[src/verilog/senc_pkg.sv]
package senc_pkg;
  // Register indices on the plain register port (word addresses)
  localparam logic [3:0] ADDR_CTRL_WORD = 4'h0;
  localparam logic [3:0] ADDR_RESULT_A = 4'h1;
  localparam logic [3:0] ADDR_RESULT_B = 4'h2;
  localparam logic [3:0] ADDR_SETUP = 4'h3;
  localparam logic [3:0] ADDR_INPUT_CTRL = 4'h4;

  // Channel control word field positions
  localparam int CMD_MSB = 31;
  localparam int CMD_LSB = 16;
  localparam int PAR_MSB = 15;
  localparam int PAR_LSB = 14;
  localparam int ONE_SHOT_BIT = 13;
  localparam int ARM_BIT = 12;
  localparam int GRAY_BIT = 11;
  localparam int READY_BIT = 10;
  localparam int STAT_MSB = 9;
  localparam int STAT_LSB = 6;
  localparam int POS_MSB = 5;
  localparam int POS_LSB = 0;

  // Shared setup word field positions
  localparam int MDIV_MSB = 31;
  localparam int MDIV_LSB = 24;
  localparam int NDIV_MSB = 23;
  localparam int NDIV_LSB = 20;
  localparam int TCLK_BIT = 17;
  localparam int TEDGE_BIT = 16;
  localparam int TDLY_MSB = 15;
  localparam int TDLY_LSB = 8;
  localparam int PROTO_MSB = 7;
  localparam int PROTO_LSB = 0;

  // Input control word: line buffer enable bit
  localparam int BUF_EN_BIT = 0;

  // Reset values
  localparam logic [31:0] CTRL_RESET = 32'h0000_0000;
  localparam logic [31:0] SETUP_RESET = 32'h0000_0000;

  // Parity codes
  localparam logic [1:0] PAR_NONE = 2'h0;
  localparam logic [1:0] PAR_ODD = 2'h1;
  localparam logic [1:0] PAR_EVEN = 2'h2;

  // Protocol codes
  localparam logic [7:0] PROTO_QUAD = 8'h00;
  localparam logic [7:0] PROTO_SPI = 8'h01;

  // Largest status count accepted
  localparam logic [3:0] STAT_MAX = 4'hC;

  // Internal clock rate and fractional timer width
  localparam int REF_CLK_MHZ = 100;
  localparam int FRAC_BITS = 8;

  // Transfer engine states
  typedef enum logic [2:0] {
    ST_IDLE = 3'b000,
    ST_DELAY = 3'b001,
    ST_SHIFT_LO = 3'b010,
    ST_SHIFT_HI = 3'b011,
    ST_DONE = 3'b100
  } xfer_state_t;

  // Serial line pins, each pair seen as one logic level
  typedef struct packed {
    logic clk_o;
    logic clk_oe;
    logic sel_o;
    logic sel_oe;
  } line_out_t;

  typedef struct packed {
    logic data_i;
    logic clk_i;
  } line_in_t;
endpackage

[src/verilog/quad_counter.sv]
`timescale 1ns/1ps
module quad_counter
(
  // Clock and reset
  input wire logic ref_clk,
  input wire logic rst_n,
  // Phase inputs and enable
  input wire logic en,
  input wire logic phase_a,
  input wire logic phase_b,
  input wire logic servo_tick,
  // Latched result, 24 whole plus 8 fraction bits
  output logic [31:0] result
);
  import senc_pkg::*;

  typedef struct packed {
    logic [1:0] ab;
    logic [23:0] count;
    logic [7:0] since;
    logic [7:0] period;
    logic [31:0] result;
  } qstate_t;

  qstate_t q_ff;
  qstate_t nxt_q;
  logic step;
  logic dir;
  logic [FRAC_BITS-1:0] frac;

  assign step = (q_ff.ab[0] ^ phase_a) ^ (q_ff.ab[1] ^ phase_b);
  // Forward when new A differs from old B
  assign dir = phase_a ^ q_ff.ab[1];
  assign result = q_ff.result;

  // Fraction estimate: time since last edge over last edge period
  always_comb
  begin
    if (q_ff.period == 8'h00 || q_ff.since >= q_ff.period)
      frac = 8'hFF;
    else
      frac = 8'(({8'h00, q_ff.since} << 8) / {8'h00, q_ff.period});
  end

  always_comb
  begin
    nxt_q = q_ff;
    nxt_q.ab = {phase_b, phase_a};
    if (q_ff.since != 8'hFF)
      nxt_q.since = q_ff.since + 8'h01;
    if (en && step && (q_ff.ab != {phase_b, phase_a}))
    begin
      nxt_q.count = dir ? q_ff.count + 24'h1 : q_ff.count - 24'h1;
      nxt_q.period = q_ff.since;
      nxt_q.since = 8'h00;
    end
    // Latch on each servo interrupt
    if (servo_tick)
      nxt_q.result = {q_ff.count, frac};
  end

  always_ff @(posedge ref_clk)
  begin
    if (!rst_n)
      q_ff <= '0;
    else
      q_ff <= nxt_q;
  end
endmodule

[src/verilog/senc_channel.sv]
// The implementer's own choices: strobed register access and the placing of the registers.
`timescale 1ns/1ps
// Functional notes
// Bits 31-16 are the transmitted command; the code stores them but never sends them
// Parity 0 none, 1 odd, 2 even, 3 reserved
// Bit 13 picks continuous or one-shot sampling
// Bit 12 arms sampling; zero means none
// One-shot sample clears arm; host rearms
// Bit 11 converts Gray position to binary
// Ready bit low in transfer, high after
// Status bit count, zero to twelve, SPI
// Position bit count sets bits clocked in
// Control word accessed only whole
// Buffer enable zero keeps lines undriven
// Buffer enable one drives serial lines
// Protocol zero makes a second quadrature decoder
// Quadrature: A on data, B on clock
// Quadrature ignores the control word
// Quadrature count latched each servo interrupt
// SPI uses data, select and clock pairs
// Host sets divisor to rate minus one
// Serial clock is ref over M+1, 2^N; with M=N=0 the code gives only ref over 2
// Trigger from phase or servo clock edge
// Start needs buffers, arm, trigger, delay
module senc_channel
(
  // Clock and reset
  input wire logic ref_clk,
  input wire logic rst_n,
  // Register port
  input wire logic [3:0] reg_addr,
  input wire logic [31:0] reg_wdata,
  input wire logic reg_wr,
  input wire logic reg_rd,
  output logic [31:0] reg_rdata,
  // Motion clocks
  input wire logic phase_clk,
  input wire logic servo_clk,
  // Serial lines
  input wire senc_pkg::line_in_t line_in,
  output senc_pkg::line_out_t line_out,
  // Alternate pin functions when buffers are off
  input wire logic [3:0] hall_flags_pin,
  input wire logic index_pin,
  output logic [3:0] hall_flags,
  output logic index_in,
  output logic alt_pins_valid
);
  import senc_pkg::*;

  typedef struct packed {
    logic [31:0] ctrl;
    logic [31:0] setup;
    logic buf_en;
    logic [31:0] res_a;
    logic [31:0] res_b;
    logic [31:0] rdata;
    xfer_state_t st;
    logic [8:0] mcnt;
    logic [15:0] ncnt;
    logic [7:0] dly;
    logic [5:0] bits_left;
    logic [43:0] shreg; // Up to 32 position plus 12 status bits
    logic par_acc;
    logic phase_q;
    logic servo_q;
    logic sclk;
    logic sel;
  } cstate_t;

  cstate_t s_ff;
  cstate_t nxt_s;

  // Field views
  logic [1:0] par_sel;
  logic one_shot;
  logic armed;
  logic gray_en;
  logic [3:0] stat_cnt;
  logic [5:0] pos_cnt;
  logic [7:0] m_div;
  logic [3:0] n_div;
  logic [7:0] proto;
  logic quad_mode;
  logic phase_rise;
  logic phase_fall;
  logic servo_rise;
  logic servo_fall;
  logic trig;
  logic sclk_tick;
  logic sclk_end;
  logic [5:0] total_bits;
  logic [31:0] pos_raw;
  logic [31:0] pos_bin;
  logic [11:0] stat_raw;
  logic par_err;
  logic [31:0] quad_res;
  logic [31:0] ctrl_view;
  logic [15:0] n_limit;

  assign par_sel = s_ff.ctrl[PAR_MSB:PAR_LSB];
  assign one_shot = s_ff.ctrl[ONE_SHOT_BIT];
  assign armed = s_ff.ctrl[ARM_BIT];
  assign gray_en = s_ff.ctrl[GRAY_BIT];
  // Counts above twelve clamp to twelve
  assign stat_cnt = (s_ff.ctrl[STAT_MSB:STAT_LSB] > STAT_MAX) ?
                    STAT_MAX : s_ff.ctrl[STAT_MSB:STAT_LSB];
  assign pos_cnt = s_ff.ctrl[POS_MSB:POS_LSB];
  assign m_div = s_ff.setup[MDIV_MSB:MDIV_LSB];
  assign n_div = s_ff.setup[NDIV_MSB:NDIV_LSB];
  assign proto = s_ff.setup[PROTO_MSB:PROTO_LSB];
  assign quad_mode = (proto == PROTO_QUAD);

  // Motion clock edges from the previous sample
  assign phase_rise = phase_clk & ~s_ff.phase_q;
  assign phase_fall = ~phase_clk & s_ff.phase_q;
  assign servo_rise = servo_clk & ~s_ff.servo_q;
  assign servo_fall = ~servo_clk & s_ff.servo_q;

  // Trigger source and edge from the shared setup word
  always_comb
  begin
    unique case ({s_ff.setup[TCLK_BIT], s_ff.setup[TEDGE_BIT]})
      2'b00: trig = phase_rise;
      2'b01: trig = phase_fall;
      2'b10: trig = servo_rise;
      2'b11: trig = servo_fall;
    endcase
  end

  // Line period is (M+1)*2^N cycles, one tick at its end and one near its
  // middle; with N=0 an odd M+1 gives uneven halves, M=N=0 only half rate
  assign n_limit = 16'((17'h1 << n_div) - 17'h1);
  assign sclk_end = (s_ff.mcnt[7:0] == m_div) && (s_ff.ncnt == n_limit);
  assign sclk_tick = sclk_end || ((n_div == 4'h0) ?
    (s_ff.mcnt[7:0] == (m_div >> 1)) :
    ((s_ff.mcnt[7:0] == m_div) && (s_ff.ncnt == (n_limit >> 1))));

  // Status bits come after the position bits on the line
  assign total_bits = 6'(pos_cnt + 6'(stat_cnt));

  // Received word is right-aligned; split into position and status
  always_comb
  begin
    stat_raw = 12'(s_ff.shreg & ((44'h1 << stat_cnt) - 44'h1));
    pos_raw = 32'(s_ff.shreg >> stat_cnt) &
              ((pos_cnt == 6'h00) ? 32'h0 : ((32'h1 << pos_cnt) - 32'h1));
  end

  // Gray to binary over the programmed width
  genvar gi;
  generate
    for (gi = 0; gi < 32; gi++)
    begin : g_gray
      assign pos_bin[gi] = gray_en ? ^(pos_raw >> gi) : pos_raw[gi];
    end
  endgenerate

  // Parity over received bits; odd expects odd ones count
  always_comb
  begin
    unique case (par_sel)
      PAR_ODD: par_err = ~s_ff.par_acc;
      PAR_EVEN: par_err = s_ff.par_acc;
      default: par_err = 1'b0;
    endcase
  end

  // Supplemental quadrature decoder
  quad_counter u_quad
  (
    .ref_clk(ref_clk),
    .rst_n(rst_n),
    .en(quad_mode && s_ff.buf_en),
    .phase_a(line_in.data_i),
    .phase_b(line_in.clk_i),
    .servo_tick(servo_fall),
    .result(quad_res)
  );

  // Read view of the control word with live ready bit
  assign ctrl_view = s_ff.ctrl;

  // Main next-state logic
  always_comb
  begin
    nxt_s = s_ff;
    nxt_s.phase_q = phase_clk;
    nxt_s.servo_q = servo_clk;
    nxt_s.rdata = 32'h0;

    // Divider runs only in the delay and shift states
    if (s_ff.st == ST_SHIFT_LO || s_ff.st == ST_SHIFT_HI ||
        s_ff.st == ST_DELAY)
    begin
      if (s_ff.mcnt[7:0] == m_div)
      begin
        nxt_s.mcnt = 9'h000;
        nxt_s.ncnt = (s_ff.ncnt == n_limit) ? 16'h0000 :
                     s_ff.ncnt + 16'h0001;
      end
      else
        nxt_s.mcnt = s_ff.mcnt + 9'h001;
    end
    else
    begin
      nxt_s.mcnt = 9'h000;
      nxt_s.ncnt = 16'h0000;
    end

    unique case (s_ff.st)
      ST_IDLE:
      begin
        nxt_s.sclk = 1'b1;
        nxt_s.sel = 1'b0;
        // Start only with buffers, arm and a trigger
        // Quadrature ignores the control word
        if (s_ff.buf_en && armed && trig && !quad_mode)
        begin
          nxt_s.st = ST_DELAY;
          nxt_s.dly = s_ff.setup[TDLY_MSB:TDLY_LSB];
          // Ready low while the transfer runs
          nxt_s.ctrl[READY_BIT] = 1'b0;
          // One-shot clears its own arm
          if (one_shot)
            nxt_s.ctrl[ARM_BIT] = 1'b0;
        end
      end
      ST_DELAY:
      begin
        // Delay counts whole line clock periods
        if (sclk_end)
        begin
          if (s_ff.dly == 8'h00)
          begin
            nxt_s.st = ST_SHIFT_HI;
            nxt_s.sel = 1'b1;
            nxt_s.bits_left = total_bits;
            nxt_s.shreg = 44'h0;
            nxt_s.par_acc = 1'b0;
          end
          else
            nxt_s.dly = s_ff.dly - 8'h01;
        end
      end
      ST_SHIFT_HI:
      begin
        // Falling edge launches the encoder's next bit
        if (sclk_tick)
        begin
          if (s_ff.bits_left == 6'h00)
            nxt_s.st = ST_DONE;
          else
          begin
            nxt_s.sclk = 1'b0;
            nxt_s.st = ST_SHIFT_LO;
          end
        end
      end
      ST_SHIFT_LO:
      begin
        // Rising edge samples the data pair
        if (sclk_tick)
        begin
          nxt_s.sclk = 1'b1;
          nxt_s.shreg = {s_ff.shreg[42:0], line_in.data_i};
          nxt_s.par_acc = s_ff.par_acc ^ line_in.data_i;
          nxt_s.bits_left = s_ff.bits_left - 6'h01;
          nxt_s.st = ST_SHIFT_HI;
        end
      end
      ST_DONE:
      begin
        nxt_s.sel = 1'b0;
        nxt_s.res_a = pos_bin;
        nxt_s.res_b = {stat_raw, 19'h0, par_err};
        // Data ready once the value is stored
        nxt_s.ctrl[READY_BIT] = 1'b1;
        nxt_s.st = ST_IDLE;
      end
      default:
        nxt_s.st = ST_IDLE;
    endcase

    // Quadrature mode reports the latched count
    if (quad_mode)
      nxt_s.res_a = quad_res;

    // Register writes; whole word only, ready bit kept
    if (reg_wr)
    begin
      unique case (reg_addr)
        ADDR_CTRL_WORD:
        begin
          // Ready bit keeps the engine's own next value
          nxt_s.ctrl = {reg_wdata[31:READY_BIT+1], nxt_s.ctrl[READY_BIT],
                        reg_wdata[READY_BIT-1:0]};
          // A start in this cycle keeps its one-shot clear
          if (s_ff.st == ST_IDLE && nxt_s.st == ST_DELAY && one_shot)
            nxt_s.ctrl[ARM_BIT] = 1'b0;
        end
        ADDR_SETUP: nxt_s.setup = reg_wdata;
        ADDR_INPUT_CTRL: nxt_s.buf_en = reg_wdata[BUF_EN_BIT];
        default: ;
      endcase
    end

    // Register reads, data in the next cycle
    if (reg_rd)
    begin
      unique case (reg_addr)
        ADDR_CTRL_WORD: nxt_s.rdata = ctrl_view;
        ADDR_RESULT_A: nxt_s.rdata = s_ff.res_a;
        ADDR_RESULT_B: nxt_s.rdata = s_ff.res_b;
        ADDR_SETUP: nxt_s.rdata = s_ff.setup;
        ADDR_INPUT_CTRL: nxt_s.rdata = {31'h0, s_ff.buf_en};
        default: nxt_s.rdata = 32'h0;
      endcase
    end
  end

  always_ff @(posedge ref_clk)
  begin
    if (!rst_n)
    begin
      s_ff <= '0;
      s_ff.ctrl <= CTRL_RESET;
      s_ff.setup <= SETUP_RESET;
      s_ff.sclk <= 1'b1;
    end
    else
      s_ff <= nxt_s;
  end

  assign reg_rdata = s_ff.rdata;

  // Drive lines only with buffers on and a serial protocol
  //
  assign line_out.clk_o = s_ff.sclk;
  assign line_out.clk_oe = s_ff.buf_en && !quad_mode;
  assign line_out.sel_o = s_ff.sel;
  assign line_out.sel_oe = s_ff.buf_en && (proto == PROTO_SPI);
  // Alternate functions only while buffers are off
  assign hall_flags = s_ff.buf_en ? 4'h0 : hall_flags_pin;
  assign index_in = s_ff.buf_en ? 1'b0 : index_pin;
  assign alt_pins_valid = ~s_ff.buf_en;

  // Command field reserved for command-based protocols
  logic [15:0] cmd_word;
  assign cmd_word = s_ff.ctrl[CMD_MSB:CMD_LSB];
endmodule

[config.mk]
export PLATFORM = sky130hd
export DESIGN_NAME = senc_channel
export DESIGN_NICKNAME = d
export VERILOG_FILES = /design/src/verilog/senc_pkg.sv /design/src/verilog/quad_counter.sv /design/src/verilog/senc_channel.sv
export SDC_FILE = /design/constraint.sdc
export NUM_CORES = 1
export LEC_CHECK = 0
export BUFFER_PORTS_ARGS = -buffer_cell sky130_fd_sc_hd__buf_2
export CORE_ASPECT_RATIO = 2
export CORE_MARGIN = 4
export CORE_UTILIZATION = 67
export CTS_BUF_LIST = sky130_fd_sc_hd__clkbuf_8 sky130_fd_sc_hd__clkbuf_16
export DETAILED_ROUTE_END_ITERATION = 12
export PLACE_DENSITY_LB_ADDON = 0.1
export SYNTH_ARGS = -nofsm -noshare
export SYNTH_HDL_FRONTEND = slang
export SYNTH_SLANG_ARGS = --single-unit
[constraint.sdc]
create_clock -name ref_clk -period 96.4 [get_ports ref_clk]
set_clock_uncertainty 0.05 [all_clocks]
set_input_delay 14.46 -clock ref_clk [delete_from_list [all_inputs] [get_ports ref_clk]]
set_output_delay 14.46 -clock ref_clk [all_outputs]
set_load 0.01 [all_outputs]
==> impl_metrics.py <==
metrics = {
    "run_status": {
        "outcome": "finished, final reports clean",
    },
    "routing": {
        "drc": 0,
        "firstDrtPassIters": 6,
        "ant_nets": 0,
        "wirelength_um": 78800,
        "drt-wirelength-per-cell_um": 22.1,
        "viasPerCell": 6.67,
        "drt_iter0_markers": 1983,
        "num_vias": 23800,
    },
    "clocking": {
        "postCtsHoldBufs": 0,
        "clk_path_buf_depth": 3,
        "htree_levels": 1,
        "postCtsSetupBuffers": 0,
        "clkTransAtPathRegs_ns": 0.07,
        "cts_buffers": 26,
        "worst_skew_pair.late_latency_ns": 0.57,
        "cts_sinks": 306,
        "ctsRootBufferMaster": "clkbuf_16",
        "cts_tree": "built",
        "ctsResizeCount": 0,
    },
    "synthesis": {
        "syn-mean-instance-area_um2": 7.54,
        "yosysTopAreaCell": "dfxtp_1",
        "synthTopCellsByArea": "dfxtp_1, nand2_1, ha_1, a21oi_1, xnor2_1",
        "syn_nets": 3361,
        "ys_async_sr_fraction_pct": 0,
        "synth_edf_count": 0,
        "yosys_register_bits": 306,
        "synth_cell_types": 115,
        "yosys_warnings": 0,
        "synthTopCellsByCount": "nand2_1, a21oi_1, dfxtp_1, nor2_1, clkbuf_1",
        "synth.most_common_cell": "nand2_1",
        "synth_cells": 3171,
        "seq_area_frac_synth_pct": 25.6,
        "synth_top_area_share_pct": 25.6,
        "synth_ff_type": "dfxtp_1",
        "netlist_area_mm2": 0.0239,
    },
    "die": {
        "initial_core_util_pct": 67.9,
        "die_area_mm2": 0.0390,
        "die_h_um": 275,
        "ios": 91,
        "row_count": 97,
        "core_mm2": 0.0352,
        "die_x_um": 142,
    },
    "placement": {
        "dp.cells": 3514,
        "dp_slack_ns": 61.11,
        "place_congestion": 1.01,
        "dp_hpwl_um": 58700,
        "port_buffers": 90,
    },
    "worst_setup_path": {
        "worstSetupStartpointType": "flip-flop",
        "worst-r2r-setup-slack_ns": 60.49,
        "required_ns": 96.79,
        "critPathArrivalTime_ns": 36.30,
        "crit_path_end_kind": "flip-flop",
        "cpMostUsedCell": "o21a_1",
        "path_class": "reg -> reg",
        "path_max_fanout": 22,
        "slowest_delay_ns": 0.83,
        "slowest_stage": "nor2b_1",
    },
    "global_route": {
        "grt_usage_pct": 39.2,
        "antenna_found_initial": 2,
        "grt_pass1_vias": 23600,
        "grt_max_degree": 94,
        "grt_overflow": 0,
        "grt_pass1_wl_um": 123000,
    },
    "timing": {
        "tightest_slew_ns": 1.25,
        "max_freq_mhz": 27.8,
        "hold_slack_ns": 0.400,
        "rsz0062_at_grt": "false",
        "fin_crit_ns": 35.91,
        "worst_slack_ns": 60.49,
        "setup_viol": 0,
        "hold_violations": 0,
        "drv_slew": 0,
        "fin_crit_sh_pct": 37.3,
        "slew_headroom_pct": 16.4,
        "fin_tns_setup_ns": 0,
    },
    "final_layout": {
        "multiInputGateArea_mm2": 0.0165,
        "register_area_mm2": 0.00613,
        "final_cells": 3564,
        "syn2layout_area_growth_pct": 5.15,
        "fillers": 2840,
        "final_layout_size_suffix_gt1_share_pct": 9.11,
        "final_nets": 3287,
    },
    "min_path": {
        "hold_class": "reg -> reg",
    },
    "job": {
        "maxCapViolCount": 0,
    },
}
## kinds of logic (layout without fill, tap and decap cells)
family	after synthesis	count (layout)	share of synthesized area (%)
adders and majority gates	141	141	7.47
xor gates and xnor gates	185	185	7.07
buffers and inverters	325	271	5.77
and+or+nand+nor	1207	1207	23.4
muxes	127	127	6.31
DFF	306	306	25.6
AOI/OAI and AO/OA	880	880	24.3
other	0	2	0
## critical path, delay by kind of cell (launching register included)
| family | cells | cell delay (ns) |
|---|---|---|
| buffers and inverters | 7 | 0.90 |
| XOR/XNOR | 2 | 0.43 |
| AO/OA/AOI/OAI | 77 | 15.95 |
| AND/OR/NAND/NOR | 46 | 11.11 |
| flip-flops | 1 | 0.80 |
| multiplexers | 3 | 1.10 |
| adder cells (fa/ha/maj) | 17 | 5.38 |
## placed cells by master, fill, tap and decap left out, types with 39 or more instances in the layout
master	n
nand2_1	525
a21oi_1	312
dfxtp_1	306
nor2_1	235
ha_1	138
o21ai_0	134
nand3_1	116
xnor2_1	110
inv_1	90
buf_2	90
mux2i_1	87
xor2_1	69
nor3_1	67
a21o_1	47
a211oi_1	45
buf_4	42
o21a_1	39
## registers in the layout (all words and copies together), names as in the netlist
register       flops
ctrl_view         32
line_out           2
n_div              4
proto              8
reg_rdata         32
u_quad.result     32
u_quad.q_ff       42
m_div              8
s_ff             146
## layer usage
metal	GRT usage, %	up-vias	part of all wire (%)
met3	5.62	430	6.2
met2	72.2	1084	51
met4	35.6	0	11
met5	0	-	0
li1	-	11200	-
met1	36.2	11100	31
## metrics by stage
stage	util (%)	area (um2)
floorplan	-	23900
global placement	68.9	24300
detailed placement	68.9	24300
CTS	71.4	25100
global route	71.4	25100
finish	71.4	25100
## area by class of cell
cell class / count / share of cell area [%]
inverter: 91 / 1.37
tap: 445 / 2.21
multi-input combinational: 2540 / 65.5
sequential: 306 / 24.4
antenna: 2 / 0.0199
clock buffer: 32 / 2.92
clock inverter: 16 / 0.607
timing repair buffer: 132 / 3.05
## path summary, 6_finish.rpt
kind | cells past startpoint | from | end
hold reg to reg | 2 | u_quad.result[27]$_SDFFE_PN0P_ | s_ff[182]$_SDFFE_PN0P_
setup reg to reg | 152 | u_quad.q_ff[32]$_SDFFE_PN0P_ | u_quad.result[0]$_SDFFE_PN0P_
hold / removal | 2 | u_quad.result[27]$_SDFFE_PN0P_ | s_ff[182]$_SDFFE_PN0P_
setup / recovery | 152 | u_quad.q_ff[32]$_SDFFE_PN0P_ | u_quad.result[0]$_SDFFE_PN0P_
Power is not shown: default switching activity piles up to over one toggle a cycle in this logic, so the estimate is an artifact.
